## src/rtl/clkgen_ctrl_consts.svh

```systemverilog
`ifndef CLKGEN_CTRL_CONSTS_SVH
`define CLKGEN_CTRL_CONSTS_SVH

// ************************************************************
// Two-wire target addressing
// ************************************************************
`define CG_TARGET_ADDR 7'h69
`define CG_CMD_BYTE_MODE 7
`define CG_NUM_REGS 7'h06
`define CG_BLOCK_COUNT 8'h06
`define CG_LAST_BIT 4'h7
`define CG_BYTE_BITS 4'h8
`define CG_BYTE_NUM_MAX 3'h7

// ************************************************************
// Register offsets
// ************************************************************
`define CG_OFS_STRAP_SRC 7'h00
`define CG_OFS_MUX_SPREAD 7'h01

// ************************************************************
// Power-up values
// ************************************************************
`define CG_RST_STRAP_SRC 8'h01
`define CG_RST_MUX_SPREAD 8'h03
`define CG_RST_BUS_OE 8'hFF
`define CG_RST_UPPER_OE 8'hFF
`define CG_RST_LOWER_OE 8'hFF
`define CG_RST_CLK_REQ 8'h00

// ************************************************************
// Field positions
// ************************************************************
`define CG_B0_WMASK 8'h07
`define CG_B0_MODE 4
`define CG_B0_MAIN_SEL 2
`define CG_B0_STORAGE_SEL 1
`define CG_B0_KEEP 0
`define CG_B1_DOT_SEL 7
`define CG_B1_CFG_HI 4
`define CG_B1_CFG_LO 1
`define CG_B1_BUS_SEL 0
`define CG_B5_EN_02_A 7
`define CG_B5_SEL_02_A 6
`define CG_B5_EN_14_A 5
`define CG_B5_SEL_14_A 4
`define CG_B5_EN_02_B 3
`define CG_B5_SEL_02_B 2
`define CG_B5_EN_14_B 1
`define CG_B5_SEL_14_B 0

// ************************************************************
// Third synthesizer table codes
// ************************************************************
`define CG_CFG_OFF 4'h0
`define CG_CFG_100_SPREAD 4'h1
`define CG_CFG_RSVD_FIRST 4'hE

`endif

```

## src/rtl/clkgen_ctrl_pkg.sv

```systemverilog
package clkgen_ctrl_pkg;

   typedef enum logic [4:0] {
      ST_IDLE = 5'h01,
      ST_RECV = 5'h02,
      ST_ACK = 5'h04,
      ST_SEND = 5'h08,
      ST_MACK = 5'h10
   } link_state_t;

   typedef logic [5:0][7:0] reg_bank_t;

   typedef struct packed {
      logic scl;
      logic sda;
      logic scl_d;
      logic sda_d;
   } cond_t;

   typedef struct packed {
      link_state_t state;
      logic [3:0] bit_cnt;
      logic [7:0] shift;
      logic [2:0] byte_num;
      logic rw;
      logic block;
      logic count_due;
      logic nack;
      logic [6:0] ptr;
      logic [2:0] straps;
      logic straps_taken;
      logic mode;
      reg_bank_t regs;
      logic sda_oe;
      logic [3:0] synth_c_cfg;
      logic synth_c_on;
      logic out1_from_main;
      logic [3:0] req_stop;
      logic [1:0] req_pin_input;
   } ctl_t;

endpackage

```

## src/rtl/bus_condition_detect.sv

```systemverilog
`timescale 1ns/1ps

module bus_condition_detect (
   input wire logic core_clk_in,
   input wire logic rst_in,
   input wire logic scl_in,
   input wire logic sda_in,
   output logic scl_out,
   output logic sda_out,
   output logic start_out,
   output logic stop_out,
   output logic scl_rise_out,
   output logic scl_fall_out
);

   clkgen_ctrl_pkg::cond_t c;
   clkgen_ctrl_pkg::cond_t next_c;

   always_comb begin
      next_c = c;
      next_c.scl = scl_in;
      next_c.sda = sda_in;
      next_c.scl_d = c.scl;
      next_c.sda_d = c.sda;
   end

   // Idle bus is high, so reset to high avoids a false start
   always_ff @(posedge core_clk_in) begin
      if (rst_in) begin
         c <= 4'hF;
      end else begin
         c <= next_c;
      end
   end

   assign scl_out = c.scl;
   assign sda_out = c.sda;
   assign start_out = c.scl && c.scl_d && c.sda_d && !c.sda;
   assign stop_out = c.scl && c.scl_d && !c.sda_d && c.sda;
   assign scl_rise_out = c.scl && !c.scl_d;
   assign scl_fall_out = !c.scl && c.scl_d;

endmodule

```

## src/rtl/clock_gen_control_regs.sv

```systemverilog
`timescale 1ns/1ps
`include "clkgen_ctrl_consts.svh"

module clock_gen_control_regs (
   input wire logic core_clk_in,
   input wire logic rst_in,
   input wire logic scl_in,
   input wire logic sda_in,
   output logic sda_out,
   output logic sda_oe_out,
   input wire logic freq_strap_a_in,
   input wire logic freq_strap_b_in,
   input wire logic freq_strap_c_in,
   input wire logic power_good_input_in,
   input wire logic test_mode_in,
   input wire logic powerdown_pin_in,
   input wire logic processor_stop_pin_in,
   input wire logic bus_stop_pin_in,
   input wire logic clk_req_0_2_n_in,
   input wire logic clk_req_1_4_n_in,
   output logic [2:0] freq_strap_out,
   output logic mgmt_engine_mode_out,
   output logic serial_ref_main_select_out,
   output logic storage_clk_select_out,
   output logic powerdown_keep_config_out,
   output logic out0_dot_select_out,
   output logic legacy_bus_clk_select_out,
   output logic [7:0] mux_and_spread_config_out,
   output logic [7:0] bus_clock_output_enables_out,
   output logic [7:0] upper_ref_output_enables_out,
   output logic [7:0] lower_ref_cpu_spread_enables_out,
   output logic [7:0] clock_request_pin_config_out,
   output logic [3:0] synth_c_freq_cfg_out,
   output logic synth_c_on_out,
   output logic out1_from_main_out,
   output logic [3:0] req_stop_out,
   output logic [1:0] req_pin_input_out
);

   // ************************************************************
   // Bus condition detection
   // ************************************************************
   logic scl_q;
   logic sda_q;
   logic ev_start;
   logic ev_stop;
   logic ev_rise;
   logic ev_fall;

   bus_condition_detect cond_u (
      .core_clk_in(core_clk_in),
      .rst_in(rst_in),
      .scl_in(scl_in),
      .sda_in(sda_in),
      .scl_out(scl_q),
      .sda_out(sda_q),
      .start_out(ev_start),
      .stop_out(ev_stop),
      .scl_rise_out(ev_rise),
      .scl_fall_out(ev_fall)
   );

   clkgen_ctrl_pkg::ctl_t s;
   clkgen_ctrl_pkg::ctl_t next_s;

   // ************************************************************
   // Read view of the bank
   // ************************************************************
   function automatic logic [7:0] read_reg(
      input clkgen_ctrl_pkg::reg_bank_t r,
      input logic [2:0] straps,
      input logic mode,
      input logic [6:0] idx
   );
      logic [7:0] v;

      // Offsets past the bank read as zero
      v = 8'h00;
      if (idx == `CG_OFS_STRAP_SRC) begin
         // Bit 3 is held at zero in storage
         v = r[0] & `CG_B0_WMASK;
         v[7:5] = straps;
         v[`CG_B0_MODE] = mode;
      end else if (idx < `CG_NUM_REGS) begin
         v = r[idx[2:0]];
      end
      return v;
   endfunction

   function automatic clkgen_ctrl_pkg::reg_bank_t default_bank();
      clkgen_ctrl_pkg::reg_bank_t r;

      r[0] = `CG_RST_STRAP_SRC;
      r[1] = `CG_RST_MUX_SPREAD;
      r[2] = `CG_RST_BUS_OE;
      r[3] = `CG_RST_UPPER_OE;
      r[4] = `CG_RST_LOWER_OE;
      r[5] = `CG_RST_CLK_REQ;
      return r;
   endfunction

   // ************************************************************
   // Next state
   // ************************************************************
   logic [7:0] ld_data;
   logic table_applies;
   logic [3:0] cfg;
   logic [7:0] rq;
   logic req02;
   logic req14;

   always_comb begin
      next_s = s;
      ld_data = s.count_due ? `CG_BLOCK_COUNT
         : read_reg(s.regs, s.straps, s.mode, s.ptr);

      // One-shot capture; test mode reopens it
      if (power_good_input_in && (!s.straps_taken || test_mode_in)) begin
         next_s.straps = {freq_strap_c_in, freq_strap_b_in, freq_strap_a_in};
         next_s.straps_taken = 1'b1;
      end

      if (powerdown_pin_in && processor_stop_pin_in && bus_stop_pin_in) begin
         next_s.mode = 1'b1;
      end

      // Management mode is sticky, so it survives the clear
      if (powerdown_pin_in && !s.regs[0][`CG_B0_KEEP]) begin
         next_s.regs = default_bank();
      end

      if (ev_start) begin
         // Repeated start keeps pointer and access kind
         next_s.state = clkgen_ctrl_pkg::ST_RECV;
         next_s.bit_cnt = 4'h0;
         next_s.byte_num = 3'h0;
         next_s.sda_oe = 1'b0;
      end else if (ev_stop) begin
         next_s.state = clkgen_ctrl_pkg::ST_IDLE;
         next_s.sda_oe = 1'b0;
      end else begin
         case (s.state)
            clkgen_ctrl_pkg::ST_IDLE: begin
               next_s.sda_oe = 1'b0;
            end

            clkgen_ctrl_pkg::ST_RECV: begin
               if (ev_rise) begin
                  next_s.shift = {s.shift[6:0], sda_q};
                  next_s.bit_cnt = s.bit_cnt + 4'h1;
               end else if (ev_fall && s.bit_cnt == `CG_BYTE_BITS) begin
                  next_s.state = clkgen_ctrl_pkg::ST_ACK;
                  next_s.sda_oe = 1'b1;
                  // Saturating count; the pointer walks the bank
                  if (s.byte_num != `CG_BYTE_NUM_MAX) begin
                     next_s.byte_num = s.byte_num + 3'h1;
                  end
                  if (s.byte_num == 3'h0) begin
                     if (s.shift[7:1] == `CG_TARGET_ADDR) begin
                        next_s.rw = s.shift[0];
                        // Block read opens with the count byte
                        next_s.count_due = s.shift[0] && s.block;
                        next_s.nack = 1'b0;
                     end else begin
                        // Other targets: stay off the bus until next start
                        next_s.state = clkgen_ctrl_pkg::ST_IDLE;
                        next_s.sda_oe = 1'b0;
                     end
                  end else if (s.byte_num == 3'h1) begin
                     next_s.block = !s.shift[`CG_CMD_BYTE_MODE];
                     next_s.ptr = s.shift[`CG_CMD_BYTE_MODE] ? s.shift[6:0] : 7'h00;
                  end else if (!(s.block && s.byte_num == 3'h2)) begin
                     // Block byte count is accepted and not checked
                     next_s.ptr = s.ptr + 7'h01;
                     if (s.ptr == `CG_OFS_STRAP_SRC) begin
                        next_s.regs[0] = s.shift & `CG_B0_WMASK;
                        if (s.shift[`CG_B0_MODE]) begin
                           next_s.mode = 1'b1;
                        end
                     end else if (s.ptr < `CG_NUM_REGS) begin
                        next_s.regs[s.ptr[2:0]] = s.shift;
                     end
                  end
               end
            end

            clkgen_ctrl_pkg::ST_ACK: begin
               if (ev_fall) begin
                  next_s.bit_cnt = 4'h0;
                  if (s.rw) begin
                     next_s.state = clkgen_ctrl_pkg::ST_SEND;
                     next_s.shift = ld_data;
                     next_s.sda_oe = !ld_data[7];
                     next_s.count_due = 1'b0;
                     if (!s.count_due) begin
                        next_s.ptr = s.ptr + 7'h01;
                     end
                  end else begin
                     next_s.state = clkgen_ctrl_pkg::ST_RECV;
                     next_s.sda_oe = 1'b0;
                  end
               end
            end

            clkgen_ctrl_pkg::ST_SEND: begin
               if (ev_fall) begin
                  if (s.bit_cnt == `CG_LAST_BIT) begin
                     next_s.state = clkgen_ctrl_pkg::ST_MACK;
                     next_s.sda_oe = 1'b0;
                  end else begin
                     next_s.bit_cnt = s.bit_cnt + 4'h1;
                     next_s.shift = {s.shift[6:0], 1'b0};
                     // Open drain: enable drives a zero
                     next_s.sda_oe = !s.shift[6];
                  end
               end
            end

            clkgen_ctrl_pkg::ST_MACK: begin
               if (ev_rise) begin
                  next_s.nack = sda_q;
               end else if (ev_fall) begin
                  next_s.bit_cnt = 4'h0;
                  if (s.nack) begin
                     // Controller ended the read; wait for stop
                     next_s.state = clkgen_ctrl_pkg::ST_IDLE;
                  end else begin
                     next_s.state = clkgen_ctrl_pkg::ST_SEND;
                     next_s.shift = ld_data;
                     next_s.sda_oe = !ld_data[7];
                     next_s.count_due = 1'b0;
                     if (!s.count_due) begin
                        next_s.ptr = s.ptr + 7'h01;
                     end
                  end
               end
            end

            default: begin
               next_s.state = clkgen_ctrl_pkg::ST_IDLE;
               next_s.sda_oe = 1'b0;
            end
         endcase
      end

      // ************************************************************
      // Decoded controls, registered beside the bank
      // ************************************************************
      table_applies = !next_s.regs[0][`CG_B0_MAIN_SEL];
      cfg = next_s.regs[1][`CG_B1_CFG_HI:`CG_B1_CFG_LO];
      if (table_applies && cfg < `CG_CFG_RSVD_FIRST) begin
         next_s.synth_c_cfg = cfg;
         next_s.synth_c_on = (cfg != `CG_CFG_OFF);
         next_s.out1_from_main = (cfg == `CG_CFG_OFF) || (cfg == `CG_CFG_100_SPREAD);
      end else begin
         // Reserved codes park synth_c unless it is the main source
         next_s.synth_c_cfg = `CG_CFG_OFF;
         next_s.synth_c_on = !table_applies;
         next_s.out1_from_main = 1'b1;
      end

      rq = next_s.regs[5];
      req02 = !clk_req_0_2_n_in;
      req14 = !clk_req_1_4_n_in;
      next_s.req_pin_input[0] = rq[`CG_B5_EN_02_A] || rq[`CG_B5_EN_02_B];
      next_s.req_pin_input[1] = rq[`CG_B5_EN_14_A] || rq[`CG_B5_EN_14_B];
      // Stop flags ordered {out4, out2, out1, out0}
      next_s.req_stop[0] = req02 && ((rq[`CG_B5_EN_02_A] && !rq[`CG_B5_SEL_02_A])
         || (rq[`CG_B5_EN_02_B] && !rq[`CG_B5_SEL_02_B]));
      next_s.req_stop[2] = req02 && ((rq[`CG_B5_EN_02_A] && rq[`CG_B5_SEL_02_A])
         || (rq[`CG_B5_EN_02_B] && rq[`CG_B5_SEL_02_B]));
      next_s.req_stop[1] = req14 && ((rq[`CG_B5_EN_14_A] && !rq[`CG_B5_SEL_14_A])
         || (rq[`CG_B5_EN_14_B] && !rq[`CG_B5_SEL_14_B]));
      next_s.req_stop[3] = req14 && ((rq[`CG_B5_EN_14_A] && rq[`CG_B5_SEL_14_A])
         || (rq[`CG_B5_EN_14_B] && rq[`CG_B5_SEL_14_B]));
   end

   // ************************************************************
   // State register
   // ************************************************************
   always_ff @(posedge core_clk_in) begin
      if (rst_in) begin
         s <= '0;
         s.state <= clkgen_ctrl_pkg::ST_IDLE;
         s.regs <= default_bank();
         // Decoded controls match the default bank
         s.synth_c_cfg <= `CG_CFG_100_SPREAD;
         s.synth_c_on <= 1'b1;
         s.out1_from_main <= 1'b1;
      end else begin
         s <= next_s;
      end
   end

   // ************************************************************
   // Outputs, all but the constant sda_out taken from the state register
   // ************************************************************
   assign sda_out = 1'b0;
   assign sda_oe_out = s.sda_oe;
   assign freq_strap_out = s.straps;
   assign mgmt_engine_mode_out = s.mode;
   assign serial_ref_main_select_out = s.regs[0][`CG_B0_MAIN_SEL];
   assign storage_clk_select_out = s.regs[0][`CG_B0_STORAGE_SEL];
   assign powerdown_keep_config_out = s.regs[0][`CG_B0_KEEP];
   assign out0_dot_select_out = s.regs[1][`CG_B1_DOT_SEL];
   assign legacy_bus_clk_select_out = s.regs[1][`CG_B1_BUS_SEL];
   assign mux_and_spread_config_out = s.regs[1];
   assign bus_clock_output_enables_out = s.regs[2];
   assign upper_ref_output_enables_out = s.regs[3];
   assign lower_ref_cpu_spread_enables_out = s.regs[4];
   assign clock_request_pin_config_out = s.regs[5];
   assign synth_c_freq_cfg_out = s.synth_c_cfg;
   assign synth_c_on_out = s.synth_c_on;
   assign out1_from_main_out = s.out1_from_main;
   assign req_stop_out = s.req_stop;
   assign req_pin_input_out = s.req_pin_input;

endmodule

```

## config.mk

```make
export PLATFORM = sky130hd
export DESIGN_NAME = clock_gen_control_regs
export DESIGN_NICKNAME = d
export VERILOG_FILES = /design/src/rtl/clkgen_ctrl_pkg.sv /design/src/rtl/bus_condition_detect.sv /design/src/rtl/clock_gen_control_regs.sv
export VERILOG_INCLUDE_DIRS = /design/src /design/src/rtl
export SDC_FILE = /design/constraint.sdc
export NUM_CORES = 1
export LEC_CHECK = 0
export CORE_MARGIN = 1
export CORE_UTILIZATION = 32
export CTS_BUF_LIST = sky130_fd_sc_hd__clkbuf_16
export CTS_CLUSTER_DIAMETER = 50
export DETAILED_ROUTE_END_ITERATION = 10
export DONT_BUFFER_PORTS = 1
export GPL_TIMING_DRIVEN = 0
export PLACE_DENSITY_LB_ADDON = 0.05
export SYNTH_ARGS = -nofsm -noshare
export SYNTH_HDL_FRONTEND = slang
export SYNTH_SLANG_ARGS = --single-unit
export TNS_END_PERCENT = 1
```

## constraint.sdc

```tcl
create_clock -name core_clk_in -period 8 [get_ports core_clk_in]
set_clock_uncertainty 0.05 [all_clocks]
set_input_delay 1.2 -clock core_clk_in [delete_from_list [all_inputs] [get_ports core_clk_in]]
set_output_delay 1.2 -clock core_clk_in [all_outputs]
set_load 0.1 [all_outputs]
```

== Word level (Yosys, flattened, before mapping) ==
Cells that the tools add are included.

* Flip-flop bits (word level): 101
* Latch bits: 0
* Memory bits (writable): 0
* ROM bits: 0
* Input bits: 14
* Output and inout port bits: 63
* Word-level logic and storage cells: 235
* Memories kept: 0

* $add $sub $neg: 3
* Multipliers: 0
* Divide/modulo/power cells: 0
* Magnitude comparators: 4
* Equal/unequal tests: 36
* Shift operators: 0
* Mux-type cells: 83
* Bitwise operators: 6
* Reduce and logical (&&, ||, !) cells: 73

{| class="wikitable"
|+ Operators by type and width
! kind !! count
|-
| $mux W49 || 6
|-
| $mux W50 || 2
|-
| $mux W48 || 2
|-
| $mux W7 || 10
|-
| $mux W17 || 4
|-
| $mux W8 || 8
|-
| $bwmux W48 || 1
|-
| $pmux W12 S4 || 1
|-
| $mux W40 || 1
|-
| $reduce_and A8 Y1 || 4
|-
| $logic_and A1 B1 Y1 || 28
|-
| $mux W14 || 2
|-
| $ne A4 B2 Y1 const B || 7
|-
| $mux W26 || 1
|-
| $ne A2 B2 Y1 const B || 13
|-
| $mux W5 || 5
|-
| $pmux W5 S5 || 1
|-
| $bmux W8 S3 || 1
|-
| $demux W8 S3 || 1
|-
| $mux W12 || 2
|-
| $reduce_and A12 Y1 || 2
|-
| $mux W1 || 22
|-
| $pmux W7 S3 || 1
|-
| $reduce_and A7 Y1 || 3
|-
| 41 further kinds || 77
|}

== Longest topological paths before layout ==
Gate-level depths: netlist (run 1).

* Depth in word-level cells: 19
* Gate-level depth with buffers: 11
* Depth with buffers taken out: 8

== Hierarchy ==
Synthesis (run 1) repeated with hierarchy kept, for this count alone.

* Cell total of the unflattened synthesis: 776
* Area total of the unflattened synthesis: 6082.1 um2

{| class="wikitable"
|+ By module, submodules not included
! module !! instances !! cells an instance !! area an instance (um2) !! seq. area each (um2)
|-
| clock_gen_control_regs || 1 || 764 || 5944.5 || 1941.9
|-
| bus_condition_detect || 1 || 12 || 137.6 || 80.1
|}

== Worst setup path before layout (run 1) ==
Ideal clock, no wire load.

* Kind: reg-to-reg
* Start: register s[66] (netlist bit)
* End: register s, in the netlist synth_c_on_out
* Library setup time: 0.122 ns
* Arrival: 2.550 ns
* Data required time: 7.828 ns
* Setup slack: 5.278 ns
* Stages on the path, launching flop included: 9
* Buffers on the path: 2
* Clock period less this slack: 2.722 ns
* Cell sequence: dfxtp_1 -> clkbuf_1 -> inv_1 -> ha_1 -> or4_1 -> or3_1 -> buf_2 -> o31a_1 -> a311o_1

* Word-level cells in the longest chain between the ends: 18
* Elaborated cells between the ends (all ways): 24
* Classes of those cells: order compare (4); mux (15); reduce/logical (5)

{| class="wikitable"
|+ Ends and longest elaborated chain
! what !! RTL line !! source
|-
| from (decl) || clock_gen_control_regs.sv:63 || <nowiki>clkgen_ctrl_pkg::ctl_t s;</nowiki>
|-
| from (signal assigned) || clock_gen_control_regs.sv:291 || <nowiki>s <= next_s;</nowiki>
|-
| $lt A3 B4 Y1 (implied by the code) / $ge A3 B1 Y1 (equally long branches) || clock_gen_control_regs.sv:181 || <nowiki>next_s.regs[s.ptr[2:0]] = s.shift;</nowiki>
|-
| $logic_and A1 B1 Y1 (implied by the code) || clock_gen_control_regs.sv:181 ||
|-
| $mux W8 (implied by the code) || clock_gen_control_regs.sv:181 ||
|-
| $demux W8 S3 || clock_gen_control_regs.sv:181 ||
|-
| $bwmux W48 || clock_gen_control_regs.sv:181 ||
|-
| $mux W48 || clock_gen_control_regs.sv:180 || <nowiki>end else if (s.ptr < `CG_NUM_REGS) begin</nowiki>
|-
| $mux W40 / $mux W8 (equally long branches) || clock_gen_control_regs.sv:175 || <nowiki>if (s.ptr == `CG_OFS_STRAP_SRC) begin</nowiki>
|-
| $mux W49 (*) || clock_gen_control_regs.sv:172 || <nowiki>end else if (!(s.block && s.byte_num == 3'h2)) begin</nowiki>
|-
| (+2 left out) || n/a ||
|-
| $mux W50 (*) || clock_gen_control_regs.sv:151 || <nowiki>end else if (ev_fall && s.bit_cnt == `CG_BYTE_BITS) begin</nowiki>
|-
| $mux W50 (*) || clock_gen_control_regs.sv:148 || <nowiki>if (ev_rise) begin</nowiki>
|-
| $mux W49 (*) || clock_gen_control_regs.sv:142 || <nowiki>case (s.state)</nowiki>
|-
| $mux W49 (*) || clock_gen_control_regs.sv:138 || <nowiki>end else if (ev_stop) begin</nowiki>
|-
| $mux W49 (*) || clock_gen_control_regs.sv:132 || <nowiki>if (ev_start) begin</nowiki>
|-
| $lt A4 B4 Y1 (no source line) / $logic_not A1 Y1 (equally long branches) || n/a ||
|-
| $logic_and A1 B1 Y1 (no source line) || n/a ||
|-
| $mux W3 (*) || clock_gen_control_regs.sv:251 || <nowiki>if (table_applies && cfg < `CG_CFG_RSVD_FIRST) begin</nowiki>
|}

Mark *: on every way between the ends. The rest lies on a longest branch, timed or not. The select of a mux whose other input is x is not followed.
A chain may end at the register's enable or synchronous reset.

== Worst setup path in the final report (run 1) ==
* Start: register s[66] (netlist bit)
* End: register s, in the netlist bus_clock_output_enables_out[0]

* Word-level cells in the longest chain between the ends: 15
* Elaborated cells between the ends (all ways): 18
* Classes of those cells: order compare (3); mux (13); reduce/logical (2)

{| class="wikitable"
|+ Ends and longest elaborated chain
! what !! RTL line !! source
|-
| $lt A3 B4 Y1 (implied by the code) / $ge A3 B1 Y1 (equally long branches) || clock_gen_control_regs.sv:181 ||
|-
| $logic_and A1 B1 Y1 (implied by the code) || clock_gen_control_regs.sv:181 ||
|-
| $mux W8 (implied by the code) || clock_gen_control_regs.sv:181 ||
|-
| $demux W8 S3 || clock_gen_control_regs.sv:181 ||
|-
| $bwmux W48 || clock_gen_control_regs.sv:181 ||
|-
| $mux W48 || clock_gen_control_regs.sv:180 ||
|-
| $mux W40 (*) || clock_gen_control_regs.sv:175 ||
|-
| $mux W49 (*) || clock_gen_control_regs.sv:172 ||
|-
| $mux W49 (*) || clock_gen_control_regs.sv:169 || <nowiki>end else if (s.byte_num == 3'h1) begin</nowiki>
|-
| $mux W49 (*) || clock_gen_control_regs.sv:158 || <nowiki>if (s.byte_num == 3'h0) begin</nowiki>
|-
| $mux W50 (*) || clock_gen_control_regs.sv:151 ||
|-
| $mux W50 (*) || clock_gen_control_regs.sv:148 ||
|-
| $mux W49 (*) || clock_gen_control_regs.sv:142 ||
|-
| $mux W49 (*) || clock_gen_control_regs.sv:138 ||
|-
| $mux W49 (*) || clock_gen_control_regs.sv:132 ||
|}

Marks and branches as above.

==> out/qor.txt, run 1 <==
status - finished with violations
failing checks - DRC
commonest non-fill, non-tap cell in the layout - dfxtp_1
first-pass GRT wire length - 33,000 um
crit path launch type - flop
H-Tree Depth - 3
clock transition at the registers of the reported paths - 0.08 ns
nets - 789
worst-margin pin slew - 1.17 ns
layout cells sized above 1 - 14.0%
synthesis-stage register bit count - 101
Mapped Nets - 778
Ant. Diodes - 0
Avg WL per Cell - 21.9 um
postcts setup bufs - 0
Die Ht - 139 um
Post-synth EDFFs - 0
drt via density - 5.47
DR DRC count - 8
die area - 0.0192 mm^2
CP Data Required Time - 8.25 ns
DP HPWL - 16,200 um
Max Fclk - 0.270 GHz
Sink Count - 101
setup TNS - 0 ns
Hold-fix buffers, CTS - 0
Yosys top cell by area - dfxtp_1
static leakage - 2.47 nW
# Max-Cap Violations - 0
max-slew violations - 0
synthesis-to-finish area growth - 9.67%
Hold Path Class - flop to flop
ys flop type - dfxtp_1
Die Wd - 139 um
Detailed Route Iter0 Violations - 458
CTS root buf - clkbuf_16
Placer Congestion - 0.857
Cell Area, Synth - 0.00598 mm^2
Post-synth ARST share - 0%
vias in the first global route - 5,240
post-route antenna net violation count - 0
relative slew slack - 22.1%
Max clock buf depth - 2
worst-skew pair later-pin latency - 0.36 ns
Num CTS Buffers - 9
overall routing resource usage - 23.0%
grt ovf - 0
initial antenna violation count - 0
Mean Syn Cell Area - 7.91 um^2
core box area - 0.0181 mm^2
Power Density - 158 mW/mm^2
Arr. time, crit path - 3.95 ns
unrepaired setup endpoints after global routing - no
Initial Utilization - 32.9%
minimum clock period - 3.70 ns
Yosys cell types - 68
Post-Syn Instances - 755
Final Hold Fails - 0
sequential share of the synthesized area - 33.8%
Tcrit/Tclk final - 46.2%
critical path class - flop to flop
IO Pins - 77
Post-CTS Resized - 0
largest net degree at the start of global routing - 20
TritonRoute pass-1 iters - 10
Peak VDD IR - 0.123 mV
Warnings, synthesis - 0
Port Buffers - 0
share of the synthesized area in the top cell type - 33.8%
CP endpoint kind - flop
Pwr Total - 0.00103 W
DR vias - 5,468
row cnt - 49
Detailed Route WL - 21,900 um
CTS tree - built
Final setup viols - 0
crit-path max FO - 10
commonest cells after routing, fill and taps aside - dfxtp_1, nor2_1, nor3_1, buf_4, nand2_1
Synth area leaders - dfxtp_1, buf_4, nor2_1, nor3_1, mux2i_1
[worst max-delay path, cell delays in order, from the launching register on]
cell and delay [ns]:
dfxtp_1 0.59, clkbuf_1 0.46, inv_1 0.25, ha_1 0.28, nor2b_1 0.15, nor2b_1 0.14
clkbuf_1 0.31, nor2_1 0.58, and4_1 0.27, clkbuf_1 0.31, nor3_1 0.09, o21bai_1 0.15
[state kept, by name, summed over array words and instances, names as in the netlist, 2 cells and up, named ones only]
register	flops
bus_clock_output_enables_out	8
clock_request_pin_config_out	8
cond_u.c	2
freq_strap_out	3
lower_ref_cpu_spread_enables_out	8
mux_and_spread_config_out	8
req_pin_input_out	2
req_stop_out	4
s	31
synth_c_freq_cfg_out	4
upper_ref_output_enables_out	8
[through the flow]
stage                     util [%]  cells  instance area [um^2]  worst slack [ns]  hold slack [ns]
after floorplan                  -    755                  5980              5.28            0.388
after global placement        34.5    984                  6260              4.37            0.405
after detailed placement      34.5    984                  6260              4.38            0.414
after CTS                     36.1   1000                  6550              4.40            0.437
after global routing          36.1   1000                  6550              4.10            0.472
final                         36.1   1000                  6550              4.30            0.435
[layer usage]
metal  vias to the layer above  wire [um]  share of wire, %  track usage (%)
li1                       2623          -                 -                -
met1                      2637      10700                49             33.0
met2                       187       9530                44             35.0
met3                        21       1200               5.5             3.97
met4                         0        379               1.7             6.73
met5                         -          0                 0                0
[cells by family (layout without fill, tap and decap cells)]
group	after synthesis	in the layout	synth area share, %
other cells	1	1	0.0628
fa+ha+maj	10	10	2.05
buf+inv	123	139	11.9
compound gates	158	158	18.2
simple gates	329	329	28.5
mux	27	27	4.56
xor+xnor	6	6	0.879
flops	101	101	33.8
[synth_stat cells, drive strengths merged (4+ instances only)]
master   instances
dfxtp          101
nor2            94
buf             69
nor3            56
nand2           52
a21oi           45
clkbuf          39
mux2i           25
o21bai          24
o21ai           23
nand3           17
nor2b           17
nand2b          16
inv             15
a211oi          13
or2             11
and2            10
nand3b          10
o211ai          10
ha               9
or3              9
nand4            7
nor4             7
or4              5
a21o             4
a2bb2oi          4
nor3b            4
xnor2            4
[final timing paths]
kind / startpoint / to / slack (ns) / cells after the start
worst max register to register: s[66]$_SDFFE_PP0P_ / bus_clock_output_enables_out[0]$_SDFF_PP1_ / 4.30 / 11
worst max-delay path: s[66]$_SDFFE_PP0P_ / bus_clock_output_enables_out[0]$_SDFF_PP1_ / 4.30 / 11
worst min-delay path: s[62]$_SDFFE_PP0P_ / s[62]$_SDFFE_PP0P_ / 0.43 / 2
worst min register to register: s[62]$_SDFFE_PP0P_ / s[62]$_SDFFE_PP0P_ / 0.43 / 2
[power breakdown]
group / internal [W] / total (W) / leakage (nW) / switching (W)
registers: 0.000507 / 0.000515 / 0.817 / 0.00000775
logic: 0.0000205 / 0.0000677 / 1.51 / 0.0000472
clock network: 0.000220 / 0.000451 / 0.144 / 0.000231
total: 0.000748 / 0.00103 / 2.47 / 0.000286
[cell type report]
| type | count | area (um^2) |
|---|---|---|
| Buffer | 108 | 653 |
| Clock buffer | 9 | 225 |
| Clock inverter | 7 | 66.3 |
| Fill cell | 1963 | 11600 |
| Inverter | 15 | 56.3 |
| Multi-Input combinational cell | 531 | 3240 |
| Sequential cell | 101 | 2020 |
| Tap cell | 229 | 287 |
(Power assumes the default switching activity.)
==> run 2, diff against run 1 <==
--- a/config.mk
+++ b/config.mk
@@ -6,6 +6,7 @@
 export SDC_FILE = /design/constraint.sdc
 export NUM_CORES = 1
 export LEC_CHECK = 0
+export ABC_AREA = 1
 export CORE_MARGIN = 1
 export CORE_UTILIZATION = 32
 export CTS_BUF_LIST = sky130_fd_sc_hd__clkbuf_16
==> constraint.sdc (replaced) <==
create_clock -name core_clk_in -period 3.3 [get_ports core_clk_in]
set_clock_uncertainty 0.05 [all_clocks]
set_input_delay 0.495 -clock core_clk_in [delete_from_list [all_inputs] [get_ports core_clk_in]]
set_output_delay 0.495 -clock core_clk_in [all_outputs]
set_load 0.1 [all_outputs]
==> out/qor.txt, run 2 <==
status - finished, final reports clean
minimum clock period - 2.83 ns
CP cell instances - inv_1 > clkbuf_1 > ha_1 > nand2_2 > nor2_2 > inv_2 > nand2_1 > nor2_1 > nand3_1 > nand2_1 > o21ai_1 > inv_1 > a21oi_1
CP Data Required Time - 3.53 ns
# fillers - 2,065
Ant. Diodes - 0
max-slew violations - 0
ys flop type - dfxtp_1
Hold-fix buffers, CTS - 0
Cell Area, Synth - 0.00613 mm^2
TritonRoute pass-1 iters - 5
worst-margin pin slew - 1.19 ns
first-pass GRT wire length - 34,700 um
vias in the first global route - 5,459
DR vias - 5,919
Die Wd - 140 um
Mapped Nets - 933
Port Buffers - 0
synthesis-to-finish area growth - 9.79%
Tcrit/Tclk final - 85.9%
Detailed Route Iter0 Violations - 597
CTS root buf - clkbuf_16
Die Ht - 140 um
unrepaired setup endpoints after global routing - no
Top reg by flops - s
post-route antenna net violation count - 0
share of the synthesized area in the top cell type - 33.0%
Avg WL per Cell - 20.1 um
most frequent cell after synthesis - nand2_1
CP endpoint kind - flop
Final setup viols - 0
Hold Path Class - primary input to flop
Max Fclk - 0.353 GHz
critical path class - flop to flop
Mean Syn Cell Area - 6.74 um^2
commonest cells after routing, fill and taps aside - nand2_1, nor2_1, dfxtp_1, inv_1, o21ai_0
Post-CTS Resized - 0
final setup margin - 0.466 ns
die area - 0.0197 mm^2
DR DRC count - 0
Post-Syn Instances - 910
postcts setup bufs - 0
setup TNS - 0 ns
Detailed Route WL - 23,300 um
Placer Congestion - 0.961
Final Non-Filler Cells - 1,160
Post-synth EDFFs - 0
relative slew slack - 20.5%
Commonest cells post-synth - nand2_1, nor2_1, dfxtp_1
commonest non-fill, non-tap cell in the layout - nand2_1
Peak VDD IR - 0.237 mV
crit path launch type - flop
synthesis-stage register bit count - 101
delay of the slowest critical-path stage - 0.50 ns
static leakage - 2.97 nW
Post-synth ARST share - 0%
initial antenna violation count - 0
Synth area leaders - dfxtp_1, nand2_1, nor2_1, buf_4, inv_1
final instance area - 0.00674 mm^2
H-Tree Depth - 3
crit-path max FO - 10
layout cells sized above 1 - 15.8%
max reg flops - 31
Yosys cell types - 45
Sink Count - 101
CP max stage cell - clkbuf_1
core box area - 0.0188 mm^2
Cells after DPL - 1,144
overall routing resource usage - 24.2%
Num CTS Buffers - 9
CTS tree - built
DP HPWL - 18,100 um
Final Hold Fails - 0
Place WS - 0.555 ns
Pwr Total - 0.00260 W
# Max-Cap Violations - 0
Yosys top cell by area - dfxtp_1
drt via density - 5.10
CP delay by family, top - buffers and inverters
Arr. time, crit path - 3.06 ns
clock transition at the registers of the reported paths - 0.07 ns
row cnt - 50
nets - 944
worst-skew pair later-pin latency - 0.36 ns
Initial Utilization - 32.7%
IO Pins - 77
grt ovf - 0
CP bufs+invs - 4
largest net degree at the start of global routing - 16
Warnings, synthesis - 0
placed cell area - 0.00643 mm^2
sequential share of the synthesized area - 33.0%
Power Density - 386 mW/mm^2
Max clock buf depth - 2
run 2: cell count changes in the layout (fill, tap and decap cells not counted), moves of 25 or more:
cell / delta
o21ai_0: +34
nor2_1: +25
inv_1: +68
nand3_1: +30
clkbuf_1: -25
nand2_1: +152
mux2i_1: -25
nor3_1: -41
run 2: where the power goes:
part,leakage (nW),switching [W],internal (W)
Sequential,0.817,0.0000205,0.00123
Clock,0.162,0.000484,0.000656
Combinational,1.99,0.000162,0.0000441
run 2: worst register-to-register path: cells and delay by family (launching register included):
kind	cells	cell delay, ns
AOI/OAI and AO/OA	2	0.26
buffers and inverters	4	0.91
DFF	1	0.34
and+or+nand+nor	6	0.92
adders and majority gates	1	0.27
run 2: area by class of cell:
class | count | area, um^2 | share of cell area, %
multi-input combinational | 635 | 3220 | 47.9
sequential | 101 | 2020 | 30.0
buffer | 77 | 524 | 7.78
inverter | 97 | 365 | 5.42
tap | 234 | 293 | 4.35
clock buffer | 9 | 225 | 3.34
clock inverter | 7 | 82.6 | 1.23
run 2: worst paths after layout:
| kind | slack, ns | cells after the start | from | to |
|---|---|---|---|---|
| worst min register to register | 0.41 | 2 | s[62]$_SDFFE_PP0P_ | s[62]$_SDFFE_PP0P_ |
| worst max-delay path | 0.47 | 13 | s[66]$_SDFFE_PP0P_ | req_pin_input_out[1]$_SDFF_PP0_ |
| worst max register to register | 0.47 | 13 | s[66]$_SDFFE_PP0P_ | req_pin_input_out[1]$_SDFF_PP0_ |
| worst min-delay path | 0.18 | 1 | scl_in | cond_u.scl_out$_SDFF_PP1_ |
run 2: layer usage:
layer / track usage [%] / vias to the layer above / share of wire, %
met5: 0 / - / 0
met3: 3.35 / 30 / 6.3
met2: 37.3 / 214 / 44
met1: 34.5 / 2747 / 47
met4: 7.72 / 0 / 2.2
li1: - / 2928 / -
run 2: cells by family (layout without fill, tap and decap cells):
group                    Yosys count  in the layout  share of synthesized area (%)
XOR/XNOR                           7              7                          0.999
AND/OR/NAND/NOR                  466            466                           35.7
AO/OA/AOI/OAI                    152            152                           14.0
buffers and inverters            174            190                           14.5
other                              1              1                         0.0611
adder cells (fa/ha/maj)            9              9                           1.84
flip-flops                       101            101                           33.0
run 2: stage by stage:
stage,utilization [%],hold WS (ns)
after floorplan,-,0.381
final,35.9,0.182
after global routing,35.9,0.171
after global placement,34.2,0.395
after detailed placement,34.2,0.405
after CTS,35.9,0.166
